[src/hdl/rtcc_regs.vh]
`ifndef RTCC_REGS_VH
`define RTCC_REGS_VH

// Register addresses on the special-function-register bus.
`define RTCC_ADDR_SET_CMP_LOW   8'hA1
`define RTCC_ADDR_SET_CMP_HIGH  8'hA2
`define RTCC_ADDR_CLR_CMP_LOW   8'hA3
`define RTCC_ADDR_CLR_CMP_HIGH  8'hA4
`define RTCC_ADDR_SET_MASK      8'hA5
`define RTCC_ADDR_CLR_MASK      8'hA6
`define RTCC_ADDR_IRQ_ENABLE_B  8'hB8
`define RTCC_ADDR_IRQ_REQUEST   8'hC0
`define RTCC_ADDR_TIMER_CTRL    8'hC8
`define RTCC_ADDR_RELOAD_LOW    8'hCA
`define RTCC_ADDR_RELOAD_HIGH   8'hCB
`define RTCC_ADDR_COUNT_LOW     8'hCC
`define RTCC_ADDR_COUNT_HIGH    8'hCD

// Field positions in the timer control register.
`define RTCC_CTRL_INSEL_LO      0
`define RTCC_CTRL_INSEL_HI      1
`define RTCC_CTRL_RLD_LO        2
`define RTCC_CTRL_RLD_HI        3
`define RTCC_CTRL_PS_LO         4
`define RTCC_CTRL_PS_HI         5
`define RTCC_CTRL_CMP_EN        6

// Field positions in the interrupt request and enable registers.
`define RTCC_IRQ_OVF_BIT        6
`define RTCC_IRQ_EXT_BIT        7
`define RTCC_IEN_TIMER_BIT      0
`define RTCC_IEN_EXTRLD_BIT     1

// Input select encodings.
`define RTCC_IN_STOP            2'h0
`define RTCC_IN_TIMER           2'h1
`define RTCC_IN_EVENT           2'h2
`define RTCC_IN_GATED           2'h3

// Reset values and the all-ones count.
`define RTCC_RST_BYTE           8'h00
`define RTCC_RST_WORD           16'h0000
`define RTCC_COUNT_ALL_ONES     16'hFFFF

`endif

[src/hdl/rtcc_edge_sync.v]
module rtcc_edge_sync (
   input  wire i_core_clk,
   input  wire i_reset,
   input  wire i_pin,
   output wire o_level,
   output wire o_fall
);

   reg meta;
   reg sample;
   reg sample_prev;

   // Two flip-flops bring the pin into the clock domain, a third holds
   // the previous machine-cycle sample for edge recognition.
   always @(posedge i_core_clk) begin
      if (i_reset) begin
         meta        <= 1'b0;
         sample      <= 1'b0;
         sample_prev <= 1'b0;
      end else begin
         meta        <= i_pin;
         sample      <= meta;
         sample_prev <= sample;
      end
   end

   assign o_level = sample;
   assign o_fall  = sample_prev & ~sample;

endmodule

[src/hdl/rtcc_timer.v]
// How it works
// - Timer function counts every 1, 2, 4 or 8 machine cycles by prescaler.
// - Count is 16 bits, low and high byte, advancing at most once a cycle.
// - Gated timer counts only while the gate pin samples high.
// - Gate pin is sampled once every machine cycle.
// - Event counter increments when count pin samples high then low.
// - The incremented count appears the cycle after edge detection.
// - Edge recognition spans two cycles, so events count at most every two.
// - Rollover from all ones to zero sets overflow flag, bit 6.
// - Both flags share one interrupt; hardware never clears them.
// - Reload mode: high bit zero off, 10 overflow, 11 reload-pin edge.
// - Input select: 00 stop, 01 timer, 10 event, 11 gated timer.
// - Overflow reload loads the reload value in the same cycle as the flag.
// - Reload-pin falling edge copies reload value into the count.
// - Reload-pin edge sets external reload flag only when enabled.
// - With timer interrupt enabled, a set external flag raises a request.
// - Reload pin sampled each cycle; reload follows the detecting cycle.
// - Reload register has separate low and high bytes.
// - Count low and high bytes are separately readable and writable.
// - Count equal to set compare drives masked port pins high.
// - Count equal to clear compare drives masked port pins low.
// - Compare values are 16-bit and masks PORT_WIDTH-bit registers, all resetting to zero.
`include "rtcc_regs.vh"

module rtcc_timer #(
   parameter PORT_WIDTH = 8
) (
   input  wire                  i_core_clk,
   input  wire                  i_reset,
   input  wire [7:0]            i_sfr_addr,
   input  wire                  i_sfr_wr,
   input  wire [7:0]            i_sfr_wdata,
   input  wire                  i_sfr_rd,
   output reg  [7:0]            o_sfr_rdata,
   input  wire                  i_gate_count_pin,
   input  wire                  i_ext_reload_pin,
   output reg  [PORT_WIDTH-1:0] o_port,
   output reg                   o_irq
);

   reg  [15:0]           count;
   reg  [15:0]           reload_value;
   reg  [15:0]           set_compare_value;
   reg  [15:0]           clear_compare_value;
   reg  [PORT_WIDTH-1:0] output_set_mask;
   reg  [PORT_WIDTH-1:0] output_clear_mask;
   reg  [1:0]            input_select;
   reg  [1:0]            reload_mode;
   reg  [1:0]            prescale_select;
   reg                   compare_enable;
   reg                   overflow_flag;
   reg                   ext_reload_flag;
   reg                   timer_irq_enable;
   reg                   ext_reload_enable;
   reg  [2:0]            prescale_count;
   reg                   ext_edge_seen;
   reg                   count_updated;

   reg  [15:0]           next_count;
   reg                   next_updated;
   reg                   count_tick;
   reg                   prescale_done;
   reg  [7:0]            next_rdata;

   wire [PORT_WIDTH-1:0] next_port;
   wire                  gate_level;
   wire                  count_fall;
   wire                  reload_fall;
   wire                  rollover;
   wire                  wr_count_low;
   wire                  wr_count_high;
   wire                  ovf_reload_mode;
   wire                  ext_reload_mode;
   wire                  pin_reload;
   wire                  set_match;
   wire                  clear_match;
   wire                  flag_write;
   wire                  ext_flag_set;
   wire                  flag_pending;

   rtcc_edge_sync u_gate_count_sync (
      .i_core_clk (i_core_clk),
      .i_reset    (i_reset),
      .i_pin      (i_gate_count_pin),
      .o_level    (gate_level),
      .o_fall     (count_fall)
   );

   // Only the falling edge of the reload pin is used, never its level.
   rtcc_edge_sync u_ext_reload_sync (
      .i_core_clk (i_core_clk),
      .i_reset    (i_reset),
      .i_pin      (i_ext_reload_pin),
      .o_level    (),
      .o_fall     (reload_fall)
   );

   assign wr_count_low    = i_sfr_wr & (i_sfr_addr == `RTCC_ADDR_COUNT_LOW);
   assign wr_count_high   = i_sfr_wr & (i_sfr_addr == `RTCC_ADDR_COUNT_HIGH);
   assign ovf_reload_mode = reload_mode[1] & ~reload_mode[0];
   assign ext_reload_mode = reload_mode[1] & reload_mode[0];
   assign pin_reload      = ext_edge_seen & ext_reload_mode;
   assign flag_write      = i_sfr_wr &
                            (i_sfr_addr == `RTCC_ADDR_IRQ_REQUEST);

   // A reload-pin fall flags an interrupt whenever enabled, in any mode.
   assign ext_flag_set    = reload_fall & ext_reload_enable;
   assign flag_pending    = overflow_flag | ext_reload_flag;

   // The prescaler ends a period every 1, 2, 4 or 8 machine cycles.
   always @* begin
      case (prescale_select)
         2'h0: prescale_done = 1'b1;
         2'h1: prescale_done = prescale_count[0];
         2'h2: prescale_done = &prescale_count[1:0];
         2'h3: prescale_done = &prescale_count;
         default: prescale_done = 1'b1;
      endcase
   end

   always @(posedge i_core_clk) begin
      if (i_reset) begin
         prescale_count <= 3'h0;
      end else begin
         prescale_count <= prescale_count + 3'h1;
      end
   end

   // Selects whether the counter advances in this machine cycle.
   always @* begin
      case (input_select)
         `RTCC_IN_STOP:  count_tick = 1'b0;
         `RTCC_IN_TIMER: count_tick = prescale_done;
         `RTCC_IN_EVENT: count_tick = count_fall;
         `RTCC_IN_GATED: count_tick = prescale_done & gate_level;
         default:        count_tick = 1'b0;
      endcase
   end

   // A pin reload replaces the advance of that cycle, so it is no rollover.
   assign rollover = count_tick & ~pin_reload &
                     (count == `RTCC_COUNT_ALL_ONES);

   // Next count: software write, then pin reload, then the advance.
   always @* begin
      next_count   = count;
      next_updated = 1'b0;
      if (pin_reload) begin
         next_count   = reload_value;
         next_updated = 1'b1;
      end else if (count_tick) begin
         next_updated = 1'b1;
         if (rollover && ovf_reload_mode) begin
            next_count = reload_value;
         end else begin
            next_count = count + 16'h0001;
         end
      end
      if (wr_count_low) begin
         next_count[7:0] = i_sfr_wdata;
         next_updated    = 1'b1;
      end
      if (wr_count_high) begin
         next_count[15:8] = i_sfr_wdata;
         next_updated     = 1'b1;
      end
   end

   always @(posedge i_core_clk) begin
      if (i_reset) begin
         count         <= `RTCC_RST_WORD;
         count_updated <= 1'b0;
         ext_edge_seen <= 1'b0;
      end else begin
         count         <= next_count;
         count_updated <= next_updated;
         ext_edge_seen <= reload_fall;
      end
   end

   // Register writes from the special-function-register bus.
   always @(posedge i_core_clk) begin
      if (i_reset) begin
         reload_value        <= `RTCC_RST_WORD;
         set_compare_value   <= `RTCC_RST_WORD;
         clear_compare_value <= `RTCC_RST_WORD;
         output_set_mask     <= {PORT_WIDTH{1'b0}};
         output_clear_mask   <= {PORT_WIDTH{1'b0}};
         input_select        <= `RTCC_IN_STOP;
         reload_mode         <= 2'h0;
         prescale_select     <= 2'h0;
         compare_enable      <= 1'b0;
         timer_irq_enable    <= 1'b0;
         ext_reload_enable   <= 1'b0;
      end else if (i_sfr_wr) begin
         case (i_sfr_addr)
            `RTCC_ADDR_RELOAD_LOW:   reload_value[7:0]  <= i_sfr_wdata;
            `RTCC_ADDR_RELOAD_HIGH:  reload_value[15:8] <= i_sfr_wdata;
            `RTCC_ADDR_SET_CMP_LOW:  set_compare_value[7:0] <= i_sfr_wdata;
            `RTCC_ADDR_SET_CMP_HIGH: set_compare_value[15:8] <= i_sfr_wdata;
            `RTCC_ADDR_CLR_CMP_LOW:  clear_compare_value[7:0] <= i_sfr_wdata;
            `RTCC_ADDR_CLR_CMP_HIGH: begin
               clear_compare_value[15:8] <= i_sfr_wdata;
            end
            `RTCC_ADDR_SET_MASK: begin
               output_set_mask <= i_sfr_wdata[PORT_WIDTH-1:0];
            end
            `RTCC_ADDR_CLR_MASK: begin
               output_clear_mask <= i_sfr_wdata[PORT_WIDTH-1:0];
            end
            `RTCC_ADDR_TIMER_CTRL: begin
               input_select    <= i_sfr_wdata[`RTCC_CTRL_INSEL_HI:
                                              `RTCC_CTRL_INSEL_LO];
               reload_mode     <= i_sfr_wdata[`RTCC_CTRL_RLD_HI:
                                              `RTCC_CTRL_RLD_LO];
               prescale_select <= i_sfr_wdata[`RTCC_CTRL_PS_HI:
                                              `RTCC_CTRL_PS_LO];
               compare_enable  <= i_sfr_wdata[`RTCC_CTRL_CMP_EN];
            end
            `RTCC_ADDR_IRQ_ENABLE_B: begin
               timer_irq_enable  <= i_sfr_wdata[`RTCC_IEN_TIMER_BIT];
               ext_reload_enable <= i_sfr_wdata[`RTCC_IEN_EXTRLD_BIT];
            end
            default: begin
               reload_value <= reload_value;
            end
         endcase
      end
   end

   // Both flags are cleared only by software; a hardware set wins.
   always @(posedge i_core_clk) begin
      if (i_reset) begin
         overflow_flag   <= 1'b0;
         ext_reload_flag <= 1'b0;
      end else begin
         if (flag_write) begin
            overflow_flag   <= i_sfr_wdata[`RTCC_IRQ_OVF_BIT];
            ext_reload_flag <= i_sfr_wdata[`RTCC_IRQ_EXT_BIT];
         end
         if (rollover) begin
            overflow_flag <= 1'b1;
         end
         if (ext_flag_set) begin
            ext_reload_flag <= 1'b1;
         end
      end
   end

   // One shared request line for both flags.
   always @(posedge i_core_clk) begin
      if (i_reset) begin
         o_irq <= 1'b0;
      end else begin
         o_irq <= timer_irq_enable & flag_pending;
      end
   end

   // Compares look at the count only in the cycle after it changed.
   assign set_match   = compare_enable & count_updated &
                        (count == set_compare_value);
   assign clear_match = compare_enable & count_updated &
                        (count == clear_compare_value);

   // Concurrent compare per pin; a clear match beats a set match.
   genvar bit_index;
   generate
      for (bit_index = 0; bit_index < PORT_WIDTH;
           bit_index = bit_index + 1) begin : g_port_bit
         reg port_bit;
         always @* begin
            port_bit = o_port[bit_index];
            if (set_match && output_set_mask[bit_index]) begin
               port_bit = 1'b1;
            end
            if (clear_match && output_clear_mask[bit_index]) begin
               port_bit = 1'b0;
            end
         end
         assign next_port[bit_index] = port_bit;
      end
   endgenerate

   always @(posedge i_core_clk) begin
      if (i_reset) begin
         o_port <= {PORT_WIDTH{1'b0}};
      end else begin
         o_port <= next_port;
      end
   end

   // Register readback; unmapped addresses read zero.
   always @* begin
      next_rdata = 8'h00;
      case (i_sfr_addr)
         `RTCC_ADDR_COUNT_LOW:    next_rdata = count[7:0];
         `RTCC_ADDR_COUNT_HIGH:   next_rdata = count[15:8];
         `RTCC_ADDR_RELOAD_LOW:   next_rdata = reload_value[7:0];
         `RTCC_ADDR_RELOAD_HIGH:  next_rdata = reload_value[15:8];
         `RTCC_ADDR_SET_CMP_LOW:  next_rdata = set_compare_value[7:0];
         `RTCC_ADDR_SET_CMP_HIGH: next_rdata = set_compare_value[15:8];
         `RTCC_ADDR_CLR_CMP_LOW:  next_rdata = clear_compare_value[7:0];
         `RTCC_ADDR_CLR_CMP_HIGH: next_rdata = clear_compare_value[15:8];
         `RTCC_ADDR_SET_MASK: begin
            next_rdata[PORT_WIDTH-1:0] = output_set_mask;
         end
         `RTCC_ADDR_CLR_MASK: begin
            next_rdata[PORT_WIDTH-1:0] = output_clear_mask;
         end
         `RTCC_ADDR_TIMER_CTRL: begin
            next_rdata[`RTCC_CTRL_INSEL_HI:`RTCC_CTRL_INSEL_LO] = input_select;
            next_rdata[`RTCC_CTRL_RLD_HI:`RTCC_CTRL_RLD_LO] = reload_mode;
            next_rdata[`RTCC_CTRL_PS_HI:`RTCC_CTRL_PS_LO] = prescale_select;
            next_rdata[`RTCC_CTRL_CMP_EN] = compare_enable;
         end
         `RTCC_ADDR_IRQ_ENABLE_B: begin
            next_rdata[`RTCC_IEN_TIMER_BIT]  = timer_irq_enable;
            next_rdata[`RTCC_IEN_EXTRLD_BIT] = ext_reload_enable;
         end
         `RTCC_ADDR_IRQ_REQUEST: begin
            next_rdata[`RTCC_IRQ_OVF_BIT] = overflow_flag;
            next_rdata[`RTCC_IRQ_EXT_BIT] = ext_reload_flag;
         end
         default: next_rdata = 8'h00;
      endcase
   end

   always @(posedge i_core_clk) begin
      if (i_reset) begin
         o_sfr_rdata <= 8'h00;
      end else if (i_sfr_rd) begin
         o_sfr_rdata <= next_rdata;
      end
   end

endmodule

[config.mk]
export PLATFORM = sky130hd
export DESIGN_NAME = rtcc_timer
export DESIGN_NICKNAME = d
export VERILOG_FILES = /design/src/hdl/rtcc_edge_sync.v /design/src/hdl/rtcc_timer.v
export VERILOG_INCLUDE_DIRS = /design/src /design/src/hdl
export SDC_FILE = /design/constraint.sdc
export NUM_CORES = 1
export LEC_CHECK = 0
export BUFFER_PORTS_ARGS = -buffer_cell sky130_fd_sc_hd__buf_2
export CORE_MARGIN = 2
export CORE_UTILIZATION = 40
export CTS_CLUSTER_SIZE = 28
export DETAILED_ROUTE_END_ITERATION = 7
export PLACE_DENSITY = 0.57
export SYNTH_ARGS = -nofsm -noshare
export SYNTH_HDL_FRONTEND = slang
export SYNTH_SLANG_ARGS = --single-unit
[constraint.sdc]
create_clock -name i_core_clk -period 5.2 [get_ports i_core_clk]
set_clock_uncertainty 0.05 [all_clocks]
set_input_delay 0.26 -clock i_core_clk [delete_from_list [all_inputs] [get_ports i_core_clk]]
set_output_delay 0.26 -clock i_core_clk [all_outputs]
set_load 0.01 [all_outputs]
Word level (Yosys, flattened, before mapping). Index checks and enable logic that the tools add are counted. W data, S select, Z words.

Flip-flop bits (word level): 119. Input bits: 22. Output and inout bits: 17. Word-level logic and storage cells: 144.

Add/sub/neg operators: 2. Equal/unequal tests: 22. Multiplexer cells: 19. Bitwise gates (word level): 21. Reductions and logical operators: 43.

Operators with widths (count): $eq A8 B8 Y1 const B (13); $mux W16 (3); $pmux W4 S11 (1); $eq A16 B16 Y1 (2); $pmux W2 S12 (1); $reduce_and A2 Y1 (11); $logic_and A1 B1 Y1 (17); $add A16 B1 Y16 const B (1); $and A1 B1 Y1 (16); $eq A16 B16 Y1 const B (1); $mux W8 (2); $reduce_or A2 Y1 (8); $pmux W1 S12 (1); $pmux W1 S11 (1); $eq A2 B2 Y1 const B (4); $mux W1 (8); $pmux W1 S4 (2); $reduce_bool A3 Y1 (2); $eq A2 B1 Y1 const B (2); $logic_not A2 Y1 (2); $not A1 Y1 (4); $reduce_bool A2 Y1 (2); $add A3 B1 Y3 const B (1); $reduce_and A3 Y1 (1); $or A1 B1 Y1 (1).

Depth between registers and ports, before layout. Gate-level depths: netlist (run 1).

Depth after elaboration: 11. Mapped depth: 10. Gate-level depth less buffers: 8.

Cells and area by module. A second synthesis (run 1) with hierarchy kept.

Cells, all modules: 712. Area total of the unflattened synthesis: 6307.3 um^2.

By module, submodules not included: rtcc_timer (times used 1, cells an instance 698, area an instance 6132.1 um^2, sequential area each 2262.2 um^2); rtcc_edge_sync (times used 2, cells an instance 7, area an instance 87.6 um^2, sequential area each 60.1 um^2).

Least setup slack after synthesis (run 1). No wires, ideal clock.

Kind: register to register. Start point: reg prescale_count[0]. End point: reg count[13]. Setup time: 0.103 ns. Data arrival time: 2.195 ns. Slack: 2.852 ns. Stages on the path, launching flop included: 10. Buffers on the path: 1. Period minus slack after synthesis: 2.348 ns. Path through: dfxtp_1 -> ha_1 -> ha_1 -> mux2_2 -> o2111ai_1 -> a2111oi_4 -> a21o_1 -> buf_4 -> mux2i_1 -> a2111oi_2.

Cells in the longest elaborated chain, start to end: 11.

Ends and longest elaborated chain: from (decl) (line rtcc_timer.v:55) `reg [2:0] prescale_count;`; from (signal assigned) (line rtcc_timer.v:125) `prescale_count <= prescale_count + 3'h1;`; $reduce_and A3 Y1 / $reduce_and A2 Y1 (equally long branches) (line rtcc_timer.v:116, rtcc_timer.v:115); $pmux W1 S4 * (line rtcc_timer.v:112) `case (prescale_select)`; $and A1 B1 Y1 (line rtcc_timer.v:135) `` `RTCC_IN_GATED: count_tick = prescale_done & gate_level; ``; $pmux W1 S4 * (line rtcc_timer.v:131) `case (input_select)`; $and A1 B1 Y1 (2 in series) (line rtcc_timer.v:141) `assign rollover = count_tick & ~pin_reload &`; $logic_and A1 B1 Y1 (line rtcc_timer.v:153) `if (rollover && ovf_reload_mode) begin`; $mux W16 (line rtcc_timer.v:153); $mux W16 (line rtcc_timer.v:151) `end else if (count_tick) begin`; $mux W16 (line rtcc_timer.v:148) `if (pin_reload) begin`; $mux W8 (line rtcc_timer.v:163) `if (wr_count_high) begin`; to (signal assigned) (line rtcc_timer.v:171) `` count <= `RTCC_RST_WORD; ``; to (signal assigned) (line rtcc_timer.v:175) `count <= next_count;`; to (decl) (line rtcc_timer.v:41) `reg [15:0] count;`.

Mark *: on every way between the ends. The rest lies on a longest branch, timed or not. The select of a mux whose other input is x is not followed. A chain may end at the register's enable or synchronous reset.

Worst setup path after layout (run 1). Ends and elaborated chain as after synthesis.

==> results of run 1 <==
-- worst max-delay path by stage --
stage                           start   endpoint  slack, ps  depth (start not counted)
floorplan           prescale_count[0]  count[13]       2850                          9
global placement    prescale_count[0]  count[13]       2260                          8
detailed placement  prescale_count[0]  count[13]       2140                          8
CTS                 prescale_count[0]  count[13]       2130                          8
global route        prescale_count[0]  count[13]       1910                          8
finish              prescale_count[0]  count[13]       2100                          8
-- area by class of cell --
type	instances	area share, %
inverters	6	0.322
well taps	188	3.37
flip-flops and latches	119	34.1
multi-input cells	524	50.8
clock buffers	18	6.29
clock inverters	14	2.13
repair buffers	40	3.01
-- per-layer routing --
metal,GRT usage [%],up-vias
met2,37.8,265
met3,5.78,44
met1,34.6,2656
li1,-,2548
met5,0,-
met4,9.85,0
-- where the power goes --
group          internal (mW)  switching, mW  leakage [nW]
Combinational         0.0272         0.0739          1.62
Sequential             0.919        0.00465         0.961
Clock                  0.719          0.449         0.279
Total                   1.67          0.527          2.86
-- flip-flops by register name, summed over array words and instances (netlist names), 3 cells and up --
| signal | flops |
|---|---|
| set_compare_value | 16 |
| prescale_count | 3 |
| output_clear_mask | 8 |
| clear_compare_value | 16 |
| output_set_mask | 8 |
| reload_value | 16 |
| count | 16 |
| o_port | 8 |
| o_sfr_rdata | 8 |
-- cells in the mapped netlist, drive strengths merged, types with 13 or more instances --
library cell	number	area, µm²
a211oi	15	113
mux2i	93	931
dfxtp	119	2380
nor2b	13	81.3
nor2	95	357
buf	16	86.3
a22oi	13	97.6
o21ai	14	70.1
nor3	13	75.1
nand2	35	131
a21oi	40	200
xnor2	31	272
nand3	36	180
and3	14	87.6
clkbuf	48	180
-- logic make-up (layout without fill, tap and decap cells) --
family / count (synthesis) / after routing / share of synthesized area (%)
buffers and inverters: 70 / 78 / 4.65
adder cells (fa/ha/maj): 3 / 3 / 0.604
AO/OA/AOI/OAI: 131 / 131 / 14.5
AND/OR/NAND/NOR: 248 / 248 / 19.8
flip-flops: 119 / 119 / 38.3
XOR/XNOR: 43 / 43 / 6.06
multiplexers: 99 / 99 / 16.1
==> results by group, run 1 <==
Cells and area
  • Most common cell after layout, fill and taps aside: dfxtp_1
  • Layout cells sized above 1: 12.2%
  • # fillers: 1487
  • Fin util: 46.0%
  • Most frequent cells in the layout: dfxtp_1 (119), nor2_1 (95), mux2i_1 (93)
  • Post-route cell area: 6990 µm²
  • Area Overhead vs Synth: 12.4%
  • Area of the multi-input gates: 3550 µm²
  • Register area: 2380 µm²
  • Number of diodes: 0
  • Cell Count, Final, Fillers Out: 909
  • Final nets: 733

STA
  • WHS: 9.18 ps
  • Endpoints failing setup: 0
  • Max_slew headroom: 26.7%
  • Final worst slack: 2100 ps
  • Min Tclk post-route: 3100 ps
  • Final period utilization: 59.5%
  • Fmax: 323 MHz
  • RSZ-0062 raised after global routing: no
  • Final Hold Fails: 0
  • Actual slew at the worst max-slew pin: 1090 ps
  • Setup TNS: 0 ps
  • Final Max Slew Viols: 0

Die
  • Core Region: 15200 µm²
  • Die area: 16500 µm²
  • Rows: 45
  • I/O pin count: 39
  • Initial core utilization: 40.9%
  • Die height: 129 µm
  • Die width: 129 µm

Routing
  • Routed Antenna Nets: 0
  • Drt via density: 6.06
  • DR top layer: met4
  • Drt wl/cell: 21.9 µm
  • DR iter-0 viols: 682
  • DR WL met3: 1660 µm
  • Drc violations: 0
  • Detailed-route via count: 5513
  • Routed WL: 19900 µm
  • Wl on met1: 8900 µm
  • First-pass detailed-route iteration total: 5
  • DR WL met2: 8740 µm

Global route
  • GRT Residual Overflow: 0
  • Number of global-route vias before repair: 5245
  • Largest net degree at the start of global routing: 73
  • Tot GR Track Use: 25.0%
  • Initial antenna violation count: 0
  • First-pass GRT wire length: 31100 µm

Placed design
  • Placed cells: 876
  • Final estimated routing congestion in global placement: 0.958
  • Pre-CTS WS: 2140 ps
  • Input/output buffers: 38
  • Post-DP HPWL: 14000 µm
  • Placed Instance Area: 6390 µm²

Critical path
  • Crit path largest cell delay: 680 ps
  • CP max stage cell: a21o_1
  • FF-to-FF Start: prescale_count[0]
  • Reg-to-Reg End: count[13]
  • CP dominant cell by count: ha_1
  • Top delay family on crit path: compound AO/OA/AOI/OAI gates
  • FF-to-FF setup slack: 2100 ps
  • Worst Setup Path Type: flop to flop
  • Sequence of cells on the critical path: ha_1 > ha_1 > mux2_2 > o2111ai_1 > a2111oi_4 > a21o_1 > mux2i_1 > a2111oi_2
  • Critical Path AT: 3360 ps
  • Crit start category: flop
  • WP data required: 5470 ps
  • CP Max Fanout: 13
  • Critical Path End Type: flop
  • R2R depth: 8
  • Worst Path Buf+Inv: 0

Synthesis
  • Synthesized area per cell: 8.71 µm²
  • Syn Nets: 738
  • Synthesis Warnings: 0
  • Yosys cell types: 61
  • Post-synth ARST share: 0%
  • Post-synth EDFFs: 0
  • Top_reg_cell synth: dfxtp_1
  • Post-Synthesis Cells: 713
  • Synthesized area: 6210 µm²
  • Seq cells post-synth: 119
  • Register area share after synthesis: 38.3%

Clock network
  • Postcts setup bufs: 0
  • Post-CTS Hold Buffers: 1
  • Clock buffer count from CTS: 17
  • CTS sink count: 119
  • CTS tree: yes
  • CTS clock-pin slew for the worst setup and hold paths: 60 ps
  • Clk buf depth: 2
  • H-tree depth: 4
  • CTS root buf: clkbuf_16
  • Post-CTS sizing: 0
  • Clock Latency Late Sink: 430 ps

Min path
  • Worst hold stages: 2
  • Hold Path Class: primary input to flop
  • Hold Crit Start: i_gate_count_pin
  • Worst Hold Path EP: u_gate_count_sync.meta

Pwr
  • Final Power: 2.19 mW
  • Pwr Density: 314 nW/µm²
  • Leak: 2.86 nW
  • Max VDD drop: 0.218 mV

Run status
  • Status: finished clean

Run
  • Max Cap Viol: 0
Note: power is estimated with default switching activity, not from simulation.
==> run 2, diff against run 1 <==
==> constraint.sdc (replaced) <==
create_clock -name i_core_clk -period 3.05 [get_ports i_core_clk]
set_clock_uncertainty 0.05 [all_clocks]
set_input_delay 0.1525 -clock i_core_clk [delete_from_list [all_inputs] [get_ports i_core_clk]]
set_output_delay 0.1525 -clock i_core_clk [all_outputs]
set_load 0.01 [all_outputs]
==> run 2 against run 1 <==
- die area unchanged
- final cell count up 3.4%
- worst hold slack gained 110 ps
- register-to-register slack worse by 1800 ps
- largest power group unchanged
- flip-flop and latch count stayed put
- count of clock-buffer cells in the layout grew 3
- final area grew 2.9%
- maximum frequency rose by 14%
- setup slack got worse by 1800 ps
- critical path depth is 1 higher
- largest cell class unchanged
==> results by group, run 2 (synthesized netlist as in run 1, its figures left out) <==
STA
  • WHS: 116 ps (was 9.18 ps)
  • Max_slew headroom: 55.1% (was 26.7%)
  • Fmax: 369 MHz (was 323 MHz)
  • Final Max Slew Viols: 0 (unchanged)
  • Setup TNS: 0 ps (unchanged)
  • Endpoints failing setup: 0 (unchanged)
  • Min Tclk post-route: 2710 ps (was 3100 ps)
  • Final period utilization: 88.8% (was 59.5%)
  • RSZ-0062 raised after global routing: no (unchanged)
  • Final worst slack: 343 ps (was 2100 ps)
  • Final Hold Fails: 0 (unchanged)
  • Actual slew at the worst max-slew pin: 668 ps (was 1090 ps)

Die
  • I/O pin count: 39 (unchanged)
  • Rows: 45 (unchanged)
  • Die area: 16500 µm² (unchanged)
  • Core Region: 15200 µm² (unchanged)
  • Die width: 129 µm (unchanged)
  • Die height: 129 µm (unchanged)
  • Initial core utilization: 40.9% (unchanged)

Placed design
  • Placed cells: 906 (was 876)
  • Input/output buffers: 38 (unchanged)
  • Placed Instance Area: 6610 µm² (was 6390 µm²)
  • Post-DP HPWL: 14300 µm (was 14000 µm)
  • Pre-CTS WS: 392 ps (was 2140 ps)
  • Final estimated routing congestion in global placement: 0.947 (was 0.958)

Clock network
  • Clk buf depth: 2 (unchanged)
  • CTS tree: yes (unchanged)
  • Clock buffer count from CTS: 17 (unchanged)
  • H-tree depth: 4 (unchanged)
  • CTS clock-pin slew for the worst setup and hold paths: 60 ps (about the same)
  • CTS sink count: 119 (unchanged)
  • Clock Latency Late Sink: 430 ps (about the same)
  • CTS root buf: clkbuf_16 (unchanged)

Routing
  • Routed Antenna Nets: 0 (unchanged)
  • Drt wl/cell: 21.6 µm (was 21.9 µm)
  • Drt via density: 6.00 (was 6.06)
  • Drc violations: 0 (unchanged)
  • Routed WL: 20300 µm (was 19900 µm)
  • First-pass detailed-route iteration total: 5 (unchanged)
  • DR iter-0 viols: 671 (was 682)
  • Detailed-route via count: 5643 (was 5513)

Critical path
  • Critical Path Start: prescale_count[0] (unchanged)
  • CP max stage cell: a2111oi_4 (was a21o_1)
  • Crit start category: flop (unchanged)
  • WP data required: 3300 ps (was 5470 ps)
  • Sequence of cells on the critical path: ha_1 > ha_1 > mux2_2 > o2111ai_1 > a2111oi_4 > a21o_1 > buf_4 > mux2i_1 > o22ai_1 (was ha_1 > ha_1 > mux2_2 > o2111ai_1 > a2111oi_4 > a21o_1 > mux2i_1 > a2111oi_2)
  • Critical Path AT: 2950 ps (was 3360 ps)
  • CP dominant cell by count: ha_1 (unchanged)
  • CP Max Fanout: 7 (was 13)
  • Critical Path End Type: flop (unchanged)
  • FF-to-FF Start: prescale_count[0] (unchanged)
  • Crit path largest cell delay: 490 ps (was 680 ps)
  • Worst Setup Path Type: flop to flop (unchanged)

Pwr
  • Leak: 3.00 nW (was 2.86 nW)
  • Final Power: 3.64 mW (was 2.19 mW)
  • Pwr Density: 506 nW/µm² (was 314 nW/µm²)
  • Sequential power share: 43.3% (was 42.1%)
  • Max VDD drop: 0.392 mV (was 0.218 mV)
  • Combinational share of power: 5.1% (was 4.6%)
  • Switching part of the total: 23.6% (was 24.1%)
  • Clock power frac: 51.7% (was 53.3%)
  • Pint: 2.78 mW (was 1.67 mW)
  • Psw: 860 µW (was 527 µW)

Global route
  • M3 GR Usage: 5.99% (was 5.78%)
  • GRT Residual Overflow: 0 (unchanged)
  • Met1 GRT Util: 35.9% (was 34.6%)
  • Largest net degree at the start of global routing: 52 (was 73)
  • Met2 Usage GRT: 35.8% (was 37.8%)
  • Tot GR Track Use: 25.4% (was 25.0%)
  • First-pass GRT wire length: 31200 µm (was 31100 µm)
  • Number of global-route vias before repair: 5250 (was 5245)
  • Initial antenna violation count: 1 (was 0)
  • Busiest grt layer: met1 (was met2)

Min path
  • Hold Crit Start: i_sfr_rd (was i_gate_count_pin)
  • Hold Path Class: primary input to flop (unchanged)

Cells and area
  • Most frequent cells in the layout: dfxtp_1 (119), nor2_1 (95), mux2i_1 (93) (unchanged)
  • Area Overhead vs Synth: 15.7% (was 12.4%)
  • Register area: 2380 µm² (unchanged)
  • Post-route cell area: 7190 µm² (was 6990 µm²)
  • Final nets: 764 (was 733)
  • Cell Count, Final, Fillers Out: 940 (was 909)
  • Fin util: 47.3% (was 46.0%)
  • Layout cells sized above 1: 15.3% (was 12.2%)
  • # fillers: 1488 (was 1487)
  • Area of the multi-input gates: 3540 µm² (was 3550 µm²)
  • Most common cell after layout, fill and taps aside: dfxtp_1 (unchanged)
  • Number of diodes: 0 (unchanged)

Run status
  • Status: finished clean (unchanged)

Run
  • Max Cap Viol: 0 (unchanged)
## run 2: cell type report
class	count	share of cell area [%]
repair buffers	71	6.20
multi-input cells	524	49.3
well taps	188	3.27
clock inverters	11	1.39
flip-flops and latches	119	33.1
clock buffers	21	6.41
inverters	6	0.313
## run 2: critical path, delay by kind of cell (launching register included)
family	cells	cell delay (ps)
adder cells (fa/ha/maj)	2	320
AO/OA/AOI/OAI	4	1230
buffers and inverters	1	270
flip-flops	1	350
multiplexers	2	350
## run 2: path summary, 6_finish.rpt
| kind | to | slack (ps) | cells after the start |
|---|---|---|---|
| worst max-delay path | count[5] | 340 | 9 |
| worst min-delay path | o_sfr_rdata[1] | 120 | 3 |
| worst max register to register | count[5] | 340 | 9 |
| worst min register to register | u_gate_count_sync.o_level | 390 | 1 |
## run 2: repair_timing
item                      CTS  global route
resized for setup           0             0
hold endpoints to repair    2             0
hold buffers                2             0
setup buffers               0             0
## run 2: routing by layer
layer  wire length [µm]  up-vias
li1                   -     2614
met1               9180     2691
met2               8500      283
met3               1760       55
met4                888        0
met5                  0        -
## run 2: power by group through the flow
| stage | sequential, mW | combinational, mW | clock, mW |
|---|---|---|---|
| floorplan | 1.61 | 0.109 | 0 |
| global placement | 1.61 | 0.175 | 0 |
| detailed placement | 1.61 | 0.177 | 0 |
| CTS | 1.57 | 0.180 | 1.92 |
| global route | 1.57 | 0.196 | 1.98 |
| finish | 1.57 | 0.184 | 1.88 |
==> run 3, diff against run 2 <==
--- a/config.mk
+++ b/config.mk
@@ -7,11 +7,13 @@
 export NUM_CORES = 1
 export LEC_CHECK = 0
 export BUFFER_PORTS_ARGS = -buffer_cell sky130_fd_sc_hd__buf_2
+export CELL_PAD_IN_SITES_DETAIL_PLACEMENT = 2
+export CELL_PAD_IN_SITES_GLOBAL_PLACEMENT = 2
 export CORE_MARGIN = 2
-export CORE_UTILIZATION = 40
+export CORE_UTILIZATION = 38
 export CTS_CLUSTER_SIZE = 28
 export DETAILED_ROUTE_END_ITERATION = 7
-export PLACE_DENSITY = 0.57
+export PLACE_DENSITY = 0.86
 export SYNTH_ARGS = -nofsm -noshare
 export SYNTH_HDL_FRONTEND = slang
 export SYNTH_SLANG_ARGS = --single-unit
==> run 3 against run 2 <==
- sequential share of layout area shrank 0.17 points
- clock power grew 11%
- final cell count grew 2.4%
- combinational power grew 7%
- critical path depth is the same
- highest routed layer unchanged
- final area grew 0.50%
- non-clock buffer count shrank 5
- setup slack lost 280 ps
- largest cell class unchanged
- global-route usage grew 6.4 points
- largest power group unchanged
==> results by group, run 3 (synthesized netlist as in run 1, its figures left out) <==
Placed design
  • Input/output buffers: 38 (unchanged)
  • Placed Instance Area: 6600 µm² (was 6610 µm²)
  • Placed cells: 929 (was 906)
  • Post-DP HPWL: 17900 µm (was 14300 µm)
  • Final estimated routing congestion in global placement: 0.919 (was 0.947)
  • Pre-CTS WS: 297 ps (was 392 ps)

Run
  • Max Cap Viol: 0 (unchanged)

STA
  • Final period utilization: 97.9% (was 88.8%)
  • Final Max Slew Viols: 0 (unchanged)
  • Endpoints failing setup: 0 (unchanged)
  • Final Hold Fails: 0 (unchanged)
  • WHS: 122 ps (was 116 ps)
  • Min Tclk post-route: 2990 ps (was 2710 ps)
  • RSZ-0062 raised after global routing: no (unchanged)
  • Final worst slack: 62.8 ps (was 343 ps)
  • Fmax: 335 MHz (was 369 MHz)
  • Actual slew at the worst max-slew pin: 906 ps (was 668 ps)
  • Max_slew headroom: 39.6% (was 55.1%)
  • Setup TNS: 0 ps (unchanged)

Cells and area
  • Post-route cell area: 7220 µm² (was 7190 µm²)
  • Most frequent cells in the layout: dfxtp_1 (119), nor2_1 (95), mux2i_1 (93) (unchanged)
  • Number of diodes: 0 (unchanged)
  • Layout cells sized above 1: 15.0% (was 15.3%)
  • Most common cell after layout, fill and taps aside: dfxtp_1 (unchanged)
  • Area Overhead vs Synth: 16.3% (was 15.7%)
  • Final nets: 759 (was 764)
  • Cell Count, Final, Fillers Out: 963 (was 940)

Run status
  • Status: finished clean (unchanged)

Die
  • Die area: 17400 µm² (was 16500 µm²)
  • I/O pin count: 39 (unchanged)
  • Rows: 46 (was 45)
  • Die height: 132 µm (was 129 µm)
  • Initial core utilization: 39.0% (was 40.9%)
  • Die width: 132 µm (was 129 µm)
  • Core Region: 15900 µm² (was 15200 µm²)

Clock network
  • CTS clock-pin slew for the worst setup and hold paths: 60 ps (about the same)
  • CTS tree: yes (unchanged)
  • CTS sink count: 119 (unchanged)
  • H-tree depth: 4 (unchanged)
  • Clock buffer count from CTS: 17 (unchanged)
  • CTS root buf: clkbuf_16 (unchanged)
  • Clk buf depth: 2 (unchanged)
  • Postcts setup bufs: 0 (unchanged)
  • Clock Latency Late Sink: 440 ps (was 430 ps)

Global route
  • GRT Residual Overflow: 0 (unchanged)
  • Largest net degree at the start of global routing: 83 (was 52)
  • First-pass GRT wire length: 41600 µm (was 31200 µm)
  • Tot GR Track Use: 31.8% (was 25.4%)
  • Initial antenna violation count: 0 (was 1)
  • Number of global-route vias before repair: 6583 (was 5250)

Critical path
  • Critical Path Start: prescale_count[0] (unchanged)
  • WP data required: 3280 ps (was 3300 ps)
  • CP max stage cell: a2111oi_4 (unchanged)
  • FF-to-FF Start: prescale_count[0] (unchanged)
  • Sequence of cells on the critical path: ha_1 > ha_1 > mux2_2 > o2111ai_1 > a2111oi_4 > a21o_2 > buf_4 > mux2i_1 > o22ai_1 (was ha_1 > ha_1 > mux2_2 > o2111ai_1 > a2111oi_4 > a21o_1 > buf_4 > mux2i_1 > o22ai_1)
  • Critical Path End Type: flop (unchanged)
  • Worst Setup Path Type: flop to flop (unchanged)
  • Crit start category: flop (unchanged)
  • Critical Path AT: 3220 ps (was 2950 ps)
  • CP Max Fanout: 8 (was 7)
  • Crit path largest cell delay: 560 ps (was 490 ps)
  • CP dominant cell by count: ha_1 (unchanged)

Routing
  • Drt via density: 6.25 (was 6.00)
  • Drc violations: 0 (unchanged)
  • Drt wl/cell: 28.1 µm (was 21.6 µm)
  • First-pass detailed-route iteration total: 7 (was 5)
  • Detailed-route via count: 6022 (was 5643)
  • DR iter-0 viols: 612 (was 671)
  • Routed Antenna Nets: 0 (unchanged)
  • Routed WL: 27100 µm (was 20300 µm)

Pwr
  • Leak: 3.00 nW (about the same)
  • Pwr Density: 534 nW/µm² (was 506 nW/µm²)
  • Max VDD drop: 0.383 mV (was 0.392 mV)

Min path
  • Hold Crit Start: i_sfr_rd (unchanged)
  • Hold Path Class: primary input to flop (unchanged)
==> run 3: cell count changes in the layout (fill, tap and decap cells not counted), moves of 2 or more <==
cell / previous run / this run
buf_4: 32 / 27
bufinv_16: 1 / 3
clkinv_2: 3 / 5
clkinvlp_4: 5 / 3
==> run 3: power by group <==
part	switching (mW)	total (mW)	internal (mW)
combinational	0.144	0.196	0.0528
sequential	0.00768	1.57	1.57
clock	0.786	2.08	1.30
==> run 3: final cells by class <==
class                           count  area (µm²)
Fill cell                        1711        8720
Sequential cell                   119        2380
Timing Repair Buffer               66         408
Clock buffer                       19         443
Multi-Input combinational cell    524        3540
Tap cell                          216         270
Inverter                            6        22.5
Clock inverter                     13         155
==> run 3: critical path: cells and delay by family, from the launching register on <==
| family | cells | cell delay [ps] |
|---|---|---|
| fa+ha+maj | 2 | 410 |
| flops | 1 | 370 |
| compound gates | 4 | 1310 |
| buf+inv | 1 | 260 |
| mux | 2 | 430 |
==> run 3: what timing repair did <==
item                                    CTS  global route
hold buffers                              2             0
hold endpoints to repair                  2             0
endpoints found under the setup margin    0             3
gates resized for setup                   0             1
==> run 3: layer usage <==
layer / GRT usage (%) / up-vias / wire [µm]
li1: - / 2603 / -
met1: 40.0 / 3028 / 11300
met2: 51.1 / 303 / 12600
met3: 6.77 / 88 / 1910
met4: 16.5 / 0 / 1240
met5: 0 / - / 0
==> run 3: through the flow <==
step / power, mW / utilization [%]
6_report: 3.86 / 45.3
5_1_grt: 3.95 / 45.3
4_1_cts: 3.87 / 45.3
3_5_place_dp: 1.79 / 41.4
3_3_place_gp: 1.78 / 41.4
2_1_floorplan: 1.72 / -
==> run 3: final timing paths <==
check | end | slack, ps | cells past startpoint
worst max-delay path | count[0] | 60 | 9
worst min-delay path | o_sfr_rdata[3] | 120 | 3
worst max register to register | count[0] | 60 | 9
worst min register to register | ext_edge_seen | 410 | 1
